File: src/picmd_pkg.sv
// Constants and types shared by the printer command interpreter files
`default_nettype none
package picmd_pkg;
	localparam int unsigned PICMD_BYTE_W = 8;
	localparam int unsigned PICMD_FIFO_DEPTH = 8;
	localparam logic [7:0] PICMD_ESC = 8'h1b;
	localparam logic [7:0] PICMD_GATE_CODE = 8'h3d;
	localparam logic [7:0] PICMD_ALIGN_CODE = 8'h61;
	localparam logic [7:0] PICMD_FULL_CUT_CODE = 8'h69;
	localparam logic [7:0] PICMD_PART_CUT_CODE = 8'h6d;
	localparam int unsigned PICMD_SEL_BIT = 0;
	localparam logic PICMD_SEL_RESET = 1'b1;
	localparam logic [1:0] PICMD_ALIGN_LEFT = 2'h0;
	localparam logic [1:0] PICMD_ALIGN_CENTER = 2'h1;
	localparam logic [1:0] PICMD_ALIGN_RIGHT = 2'h2;
	localparam logic [7:0] PICMD_ALIGN_MAX = 8'h02;

	typedef enum logic [4:0] {
		PICMD_IDLE = 5'h01,
		PICMD_GOT_ESC = 5'h02,
		PICMD_GATE_ARG = 5'h04,
		PICMD_ALIGN_ARG = 5'h08,
		PICMD_PASS = 5'h10
	} picmd_state_type;
endpackage : picmd_pkg
`default_nettype wire

File: src/picmd_top.sv
// Receive FIFO and escape-sequence interpreter for gating, alignment and cutting
`default_nettype none

module picmd_fifo
	import picmd_pkg::*;
#(
	parameter int unsigned WIDTH = PICMD_BYTE_W,
	parameter int unsigned DEPTH = PICMD_FIFO_DEPTH
) (
	input wire logic clock,
	input wire logic srst,
	input wire logic ce,
	input wire logic [WIDTH-1:0] in_data,
	input wire logic in_valid,
	output logic in_ready,
	output logic [WIDTH-1:0] out_data,
	output logic out_valid,
	input wire logic out_ready
);
	localparam int unsigned PW = (DEPTH > 1) ? $clog2(DEPTH) : 1;
	localparam int unsigned CW = $clog2(DEPTH + 1);
	localparam logic [CW-1:0] CNT_FULL = CW'(DEPTH);
	localparam logic [CW-1:0] CNT_ONE = CW'(1);
	localparam logic [PW-1:0] PTR_LAST = PW'(DEPTH - 1);

	typedef struct packed {
		logic [DEPTH-1:0][WIDTH-1:0] mem;
		logic [PW-1:0] wr;
		logic [PW-1:0] rd;
		logic [CW-1:0] cnt;
		logic full;
		logic empty;
	} picmd_fifo_type;

	picmd_fifo_type s;
	picmd_fifo_type next_s;

	function automatic logic [PW-1:0] bump(input logic [PW-1:0] p);
		bump = (p == PTR_LAST) ? '0 : p + PW'(1);
	endfunction : bump

	always_comb begin
		logic push;
		logic pop;
		push = 1'b0;
		pop = 1'b0;
		next_s = s;
		push = ce && in_valid && !s.full;
		pop = ce && out_ready && !s.empty;
		if (push) begin
			next_s.mem[s.wr] = in_data;
			next_s.wr = bump(s.wr);
		end
		if (pop) begin
			next_s.rd = bump(s.rd);
		end
		if (push && !pop) begin
			next_s.cnt = s.cnt + CNT_ONE;
		end else if (pop && !push) begin
			next_s.cnt = s.cnt - CNT_ONE;
		end
		next_s.full = (next_s.cnt == CNT_FULL);
		next_s.empty = (next_s.cnt == '0);
	end

	always_ff @(posedge clock) begin
		if (srst) begin
			s <= '0;
			s.empty <= 1'b1;
		end else begin
			s <= next_s;
		end
	end

	assign in_ready = !s.full;
	assign out_valid = !s.empty;
	assign out_data = s.mem[s.rd];
endmodule : picmd_fifo

// Functional notes
// - Gate command is ESC, 3D, then any parameter byte; it selects input acceptance.
// - Only parameter bit 0 counts: 1 selects, 0 deselects; other bits ignored.
// - Deselected: drop every byte except a gate command that reselects.
// - Busy toward host still follows printing activity while deselected.
// - After reset the printer is selected.
// - Alignment command ESC, 61, n: 0 left, 1 centre, 2 right.
// - Alignment and cut commands act only at the beginning of a line.
// - After reset alignment is left.
// - ESC, 69 fires a full cut.
// - ESC, 6D fires a partial cut when the cutter option is fitted.
module picmd_top
	import picmd_pkg::*;
#(
	parameter int unsigned FIFO_DEPTH = PICMD_FIFO_DEPTH
) (
	input wire logic CLOCK,
	input wire logic SRST,
	input wire logic CE,
	input wire logic [7:0] RX_DATA,
	input wire logic RX_VALID,
	output logic RX_READY,
	input wire logic LINE_START,
	input wire logic CUTTER_FITTED,
	input wire logic ENGINE_BUSY,
	output logic [7:0] PRINT_DATA,
	output logic PRINT_VALID,
	input wire logic PRINT_READY,
	output logic [1:0] ALIGN,
	output logic SELECTED,
	output logic FULL_CUT,
	output logic PARTIAL_CUT,
	output logic BUSY
);
	typedef struct packed {
		picmd_state_type state;
		logic selected;
		logic [1:0] align;
		logic [7:0] print_data;
		logic print_valid;
		logic full_cut;
		logic part_cut;
		logic busy;
	} picmd_top_type;

	picmd_top_type s;
	picmd_top_type next_s;
	logic [7:0] f_data;
	logic f_valid;
	logic f_pop;
	logic f_in_ready;
	logic out_free;
	logic step;
	logic emit;

	assign out_free = !s.print_valid || PRINT_READY;
	assign step = CE && f_valid && out_free;

	picmd_fifo #(.WIDTH(PICMD_BYTE_W), .DEPTH(FIFO_DEPTH)) u_fifo (
		.clock(CLOCK),
		.srst(SRST),
		.ce(CE),
		.in_data(RX_DATA),
		.in_valid(RX_VALID),
		.in_ready(f_in_ready),
		.out_data(f_data),
		.out_valid(f_valid),
		.out_ready(f_pop)
	);

	always_comb begin
		next_s = s;
		emit = 1'b0;
		f_pop = step;
		if (CE) begin
			next_s.busy = ENGINE_BUSY || !f_in_ready;
			next_s.full_cut = 1'b0;
			next_s.part_cut = 1'b0;
			if (PRINT_READY) begin
				next_s.print_valid = 1'b0;
			end
		end
		if (step) begin
			case (s.state)
				PICMD_IDLE: begin
					if (f_data == PICMD_ESC) begin
						next_s.state = PICMD_GOT_ESC;
					end else if (s.selected) begin
						emit = 1'b1;
						next_s.print_data = f_data;
					end
				end
				PICMD_GOT_ESC: begin
					next_s.state = PICMD_IDLE;
					if (f_data == PICMD_GATE_CODE) begin
						next_s.state = PICMD_GATE_ARG;
					end else if (!s.selected) begin
						next_s.state = PICMD_IDLE;
					end else if (f_data == PICMD_ALIGN_CODE) begin
						next_s.state = PICMD_ALIGN_ARG;
					end else if (f_data == PICMD_FULL_CUT_CODE) begin
						next_s.full_cut = LINE_START;
					end else if (f_data == PICMD_PART_CUT_CODE) begin
						next_s.part_cut = LINE_START && CUTTER_FITTED;
					end else begin
						// Foreign escape: forward ESC now, the byte next step
						f_pop = 1'b0;
						emit = 1'b1;
						next_s.print_data = PICMD_ESC;
						next_s.state = PICMD_PASS;
					end
				end
				PICMD_GATE_ARG: begin
					next_s.selected = f_data[PICMD_SEL_BIT];
					next_s.state = PICMD_IDLE;
				end
				PICMD_ALIGN_ARG: begin
					if (LINE_START && f_data <= PICMD_ALIGN_MAX) begin
						next_s.align = f_data[1:0];
					end
					next_s.state = PICMD_IDLE;
				end
				PICMD_PASS: begin
					emit = 1'b1;
					next_s.print_data = f_data;
					next_s.state = PICMD_IDLE;
				end
				default: begin
					next_s.state = PICMD_IDLE;
				end
			endcase
		end
		if (emit) begin
			next_s.print_valid = 1'b1;
		end
	end

	always_ff @(posedge CLOCK) begin
		if (SRST) begin
			s <= '0;
			s.state <= PICMD_IDLE;
			s.selected <= PICMD_SEL_RESET;
			s.align <= PICMD_ALIGN_LEFT;
		end else if (CE) begin
			s <= next_s;
		end
	end

	assign RX_READY = f_in_ready;
	assign PRINT_DATA = s.print_data;
	assign PRINT_VALID = s.print_valid;
	assign ALIGN = s.align;
	assign SELECTED = s.selected;
	assign FULL_CUT = s.full_cut;
	assign PARTIAL_CUT = s.part_cut;
	assign BUSY = s.busy;
endmodule : picmd_top
`default_nettype wire

File: config.mk
export PLATFORM = sky130hd
export DESIGN_NAME = picmd_top
export DESIGN_NICKNAME = d
export VERILOG_FILES = /design/src/picmd_pkg.sv /design/src/picmd_top.sv
export SDC_FILE = /design/constraint.sdc
export NUM_CORES = 1
export LEC_CHECK = 0
export BUFFER_PORTS_ARGS = -buffer_cell sky130_fd_sc_hd__buf_2
export CORE_MARGIN = 2
export CORE_UTILIZATION = 35
export DETAILED_ROUTE_END_ITERATION = 10
export HOLD_SLACK_MARGIN = 0.02
export SYNTH_ARGS = -nofsm -noshare
export SYNTH_HDL_FRONTEND = slang
export SYNTH_SLANG_ARGS = --single-unit
File: constraint.sdc
create_clock -name CLOCK -period 3.85 [get_ports CLOCK]
set_clock_uncertainty 0.2 [all_clocks]
set_input_delay 0.9625 -clock CLOCK [delete_from_list [all_inputs] [get_ports CLOCK]]
set_output_delay 0.9625 -clock CLOCK [all_outputs]
set_load 0.01 [all_outputs]
### Yosys cells after proc, flatten, opt, wreduce, memory -nomap -nowiden

Index checks and enable logic that the tools add are counted.

* bits in read-only memories: 0
* memory bits (writable): 0
* logic and storage cells: 126
* latch bits: 0
* memories kept: 0
* bits in registers: 96

* mux-type cells: 50
* div/mod/pow operators: 0
* magnitude comparators: 4
* reductions and logical operators: 26
* equality and inequality tests: 21
* $add $sub $neg: 4
* shift operators: 0
* multipliers: 0
* bitwise gates (word level): 0

Operator list (number)
* two-way mux 8 bit: 9
* bitwise mux 64 bit: 1
* two-way mux 5 bit: 6
* binary-select mux 8 bit (select 3 bit): 1
* demux 8 bit (select 3 bit): 1
* equality test 8 x 7 -> 1 bit, second input constant: 3
* case mux 8 bit (3 select lines): 1
* two-way mux 1 bit: 20
* != test 2 bit, second input constant: 8
* logical AND 1 bit: 11
* two-way mux 2 bit: 5
* case mux 5 bit (2 select lines): 1
* AND reduction 10 bit: 1
* equality test 8 x 5 -> 1 bit, second input constant: 1
* equality test 8 x 6 -> 1 bit, second input constant: 1
* less-or-equal comparator 8 x 2 -> 1 bit, second input constant: 1
* < comparator 3 x 4 -> 1 bit, second input constant: 2
* two-way mux 4 bit: 2
* adder 3 x 1 -> 3 bit, second input constant: 2
* equality test 3 bit, second input constant: 2
* two-way mux 3 bit: 2
* AND reduction 3 bit: 2
* equality test 5 x 1 -> 1 bit, second input constant: 1
* equality test 5 x 2 -> 1 bit, second input constant: 1
* other kinds (15): 20

### Longest topological paths before layout

* depth after elaboration: 16
* depth in mapped cells: 11
* mapped depth without buffers: 8

### Hierarchy

A second synthesis with hierarchy kept.

* cell total of the unflattened synthesis: 468
* area total of the unflattened synthesis: 4677.0 µm²

By module, submodules not included
* picmd_fifo: cells each 341, area each 3567.2 µm², seq. area each 1521.5 µm², times used 1
* picmd_top: cells each 127, area each 1109.8 µm², seq. area each 400.4 µm², times used 1

### Worst setup path before layout

No wires, ideal clock.

* path kind: register to register
* start point: reg u_fifo.s[6] in the netlist's numbering
* end point: reg u_fifo.s[1] in the netlist's numbering
* data required time: 3.589 ns
* cell stages (with the launch flop): 11
* path slack: 0.773 ns
* path buffers: 2
* clock period less this slack: 3.077 ns
* data arrival time: 2.816 ns
* cell sequence: dfxtp_1 buf_6 buf_12 mux4_2 mux2_4 or4_4 a21oi_4 mux2_1 o311ai_1 a22oi_1 and4bb_1

* word-level cells in the longest chain between the ends: 16
* elaborated cells on any way between the ends: 21
* classes of those cells: 5 x eq/ne; 11 x mux; 5 x reduce/logical

RTL lines
* from (decl): line picmd_top.sv:35 `picmd_fifo_type s;`
* from (signal assigned): line picmd_top.sv:71 `s <= next_s;`
* binary-select mux 8 bit (select 3 bit) (*): line picmd_top.sv:77 `assign out_data = s.mem[s.rd];`
* two-way mux 8 bit (not written as such) (*): line picmd_top.sv:77
* equality test 8 x 7 -> 1 bit: line picmd_top.sv:182 `end else if (f_data == PICMD_PART_CUT_CODE) begin`
* two-way mux 1 bit: line picmd_top.sv:182
* two-way mux 1 bit: line picmd_top.sv:180 `end else if (f_data == PICMD_FULL_CUT_CODE) begin`
* two-way mux 1 bit: line picmd_top.sv:178 `end else if (f_data == PICMD_ALIGN_CODE) begin`
* two-way mux 1 bit: line picmd_top.sv:176 `end else if (!s.selected) begin`
* two-way mux 1 bit (*): line picmd_top.sv:174 `if (f_data == PICMD_GATE_CODE) begin`
* two-way mux 1 bit (*): line picmd_top.sv:163 `case (s.state)`
* two-way mux 1 bit (*): line picmd_top.sv:162 `if (step) begin`
* logical AND 1 bit (*) (2 in a row): line picmd_top.sv:49 `pop = ce && out_ready && !s.empty;`
* logical AND 1 bit / logical NOT 1 bit (equally long branches): line picmd_top.sv:59, picmd_top.sv:57
* two-way mux 4 bit / logical AND 1 bit (equally long branches): line picmd_top.sv:59, picmd_top.sv:57
* two-way mux 4 bit (*): line picmd_top.sv:57 `if (push && !pop) begin`
* equality test 4 bit (*): line picmd_top.sv:62 `next_s.full = (next_s.cnt == CNT_FULL);`

Mark *: on every way between the ends. The rest lies on a longest branch, timed or not. The select of a mux whose other input is x is not followed.
A chain may end at the register's enable or synchronous reset.

### Worst setup path in the final report

Ends and elaborated chain as after synthesis.

==> flow_summary.yaml <==
cts:
  cts_setup_buffers: 0
  ctsRootBufferMaster: "clkbuf_16"
  cts_buffers: 9
  cts_resized: 0
  insertion_delay_ns: 0.35
  cts_tree: "done"
  ctsHoldBuffers: 0
  cts_max_level: 3
  cts.path.max_buffers: 2
  cts.sinks: 96
  clk_pin_slew_ns: 0.07
die:
  start_util_pct: 35.4
  rows: 42
  ios: 32
  dieArea_mm2: 0.0142
  die_w_um: 119
  core_area_mm2: 0.0131
  die_h_um: 119
grt:
  use_met1_pct: 18.8
  antenna_found_initial: 0
  grt_max_degree: 61
  grt_pass1_wl_mm: 16.6
  gr-max-usage-layer: "met2"
  grt_util_met3_pct: 2.39
  grt_usage_pct: 14.9
  use_met2_pct: 25.0
  overflow: 0
  grt_pass1_vias: 3215
layout:
  layout.nets: 486
  diodes: 0
  area_delta_synth_final_pct: 10.8
  fillers: 1286
  fin_area_mm2: 0.00513
  fin_util_pct: 39.2
  drive_gt1_share_pct: 16.7
placed_design:
  placed_cell_area_mm2: 0.00484
  port_buffers: 31
  gp_congestion: 0.851
  dpl.hpwl_mm: 7.05
setup_path:
  slowest_stage: "mux4_1"
  critical_path.top_delay_family: "multiplexers"
  cpMostUsedCell: "mux2i_1"
  critPathKind: "flop to flop"
  crit_fanout: 16
  worstSetupEndpointType: "flop"
  worstSetupStartpointType: "flop"
  slowest_delay_ns: 0.61
  critical_path_required_ns: 3.89
  path_buf_inv: 1
  worstPathArrival_ns: 3.50
  path_cells: "buf_4 -> mux4_1 -> mux2i_1 -> or4_4 -> a21oi_4 -> o21ai_4 -> mux2i_1 -> xor2_1 -> and4bb_1"
yosys:
  synth_edf_count: 0
  async_flop_share_pct: 0
  synth_fp_nets: 474
  synthTopCellsByArea: "dfxtp_1 (41%), mux2i_1 (17%), mux4_1 (7.9%)"
  yosysSeqAreaShare_pct: 41.5
  synth_seq_cells: 96
  synth_ff_type: "dfxtp_1"
  yosys.area.top_type_share_pct: 41.5
  yosysWarningCount: 0
  synth_largest_area_cell: "dfxtp_1"
  syn_avg_cell_area_um2: 10.3
  yosysUniqueCellTypes: 55
  syn_area_mm2: 0.00463
  synthCells: 452
sta:
  rsz0062_at_grt: "false"
  tightest_slew_ns: 0.735
  holdWs_ns: 0.271
  fmax_mhz: 289
  finalSetupTns_ns: 0
  final_hold_viol_count: 0
  final_max_slew_viol_count: 0
  finalSetupViolCount: 0
  slew-limit-headroom_pct: 50.9
  fin_crit_ns: 3.46
  post-route-period-util_pct: 90.0
outcome:
  outcome: "completed"
route:
  drtIter0Drc: 284
  dr_total_vias: 3290
  first_pass_iters: 4
  antenna_left: 0
  viasPerCell: 5.11
  drcViolationCount: 0
  wirelength_mm: 10.2
  wl_per_cell_um: 15.8
flow_run:
  maxCapViolCount: 0
power_and_ir_drop:
  power.total_mw: 2.35
  power_density_mw_per_mm2: 457
  p_leak_nw: 2.19
  ir_drop_mv: 0.186
min_path:
  hold_class: "flop to flop"
## placed cells by master, fill, tap and decap left out, types with 3 or more instances in the layout
cell type   n
nand4_1     3
buf_2      31
ha_1        6
mux2i_1    79
mux4_1     14
nand2_1    22
nand3b_1    4
nor2b_1     3
a22oi_1     5
nand3_1     4
or2_2       3
nor2_1     91
dfxtp_1    96
xor2_1      3
nor3_1      9
a21oi_1    11
nand2b_1    4
buf_4      10
mux2_2      5
nor4_1      3
clkbuf_16   9
inv_1       8
## registers in the layout (all words and copies together), names as in the netlist
| signal | count |
|---|---|
| ALIGN | 2 |
| BUSY | 1 |
| FULL_CUT | 1 |
| PARTIAL_CUT | 1 |
| PRINT_DATA | 8 |
| PRINT_VALID | 1 |
| SELECTED | 1 |
| s | 5 |
| u_fifo.s | 76 |
## worst paths after layout
check        depth (start not counted)  slack, ns     endpoint         from
min reg2reg                          2       0.27  PARTIAL_CUT  PARTIAL_CUT
max reg2reg                          9       0.39  u_fifo.s[1]  u_fifo.s[6]
min                                  2       0.27  PARTIAL_CUT  PARTIAL_CUT
max                                  9       0.39  u_fifo.s[1]  u_fifo.s[6]
## tightest hold or removal path: cells and delay by family (launching register included)
kind / cells / cell delay (ns)
AO/OA/AOI/OAI: 1 / 0.05
AND/OR/NAND/NOR: 1 / 0.06
flip-flops: 1 / 0.31
## where the power goes
part	switching (mW)	internal, mW	leakage, nW	total [mW]
combinational	0.207	0.160	1.28	0.367
clock	0.380	0.520	0.138	0.900
sequential	0.0383	1.04	0.777	1.08
total	0.625	1.72	2.19	2.35
## synth_stat cells, types with 3 or more instances
master,n
nor2_1,91
mux2i_1,79
nand3_1,4
dfxtp_1,96
buf_4,10
inv_1,8
nand4_1,3
nand2_1,22
buf_6,4
nand2b_1,4
or2_2,3
xor2_1,3
ha_1,6
nand3b_1,4
nor2b_1,3
a21oi_1,11
nor3_1,9
mux4_1,14
clkbuf_8,3
clkbuf_1,15
nor4_1,3
buf_1,8
a22oi_1,5
mux2_2,5
## kinds of logic after synthesis
| group | count (synthesis) | synth area share, % |
|---|---|---|
| and+or+nand+nor | 163 | 16.6 |
| muxes | 103 | 28.1 |
| DFF | 96 | 41.5 |
| buffers and inverters | 49 | 6.43 |
| AOI/OAI and AO/OA | 30 | 4.72 |
| adders and majority gates | 6 | 1.62 |
| xor gates and xnor gates | 5 | 1.11 |
## through the flow
stage          std cells  setup slack (ns)
2_1_floorplan        452             0.773
3_3_place_gp         629             0.498
3_5_place_dp         629             0.389
4_1_cts              644             0.376
5_1_grt              644             0.125
6_report             644             0.385
## area by class of cell
class / count / area [um^2] / share of cell area [%]
Clock buffer: 11 / 243 / 4.73
Clock inverter: 4 / 53.8 / 1.05
Inverter: 8 / 30.0 / 0.585
Multi-Input combinational cell: 307 / 2410 / 47.0
Sequential cell: 96 / 1920 / 37.4
Tap cell: 176 / 220 / 4.29
Timing Repair Buffer: 42 / 250 / 4.87
## metal layers
metal / wire, um / vias up
met1: 4540 / 1581
li1: - / 1603
met4: 222 / 0
met2: 4890 / 88
met3: 546 / 18
met5: 0 / -
No activity file was read; power rests on OpenSTA's default activity.
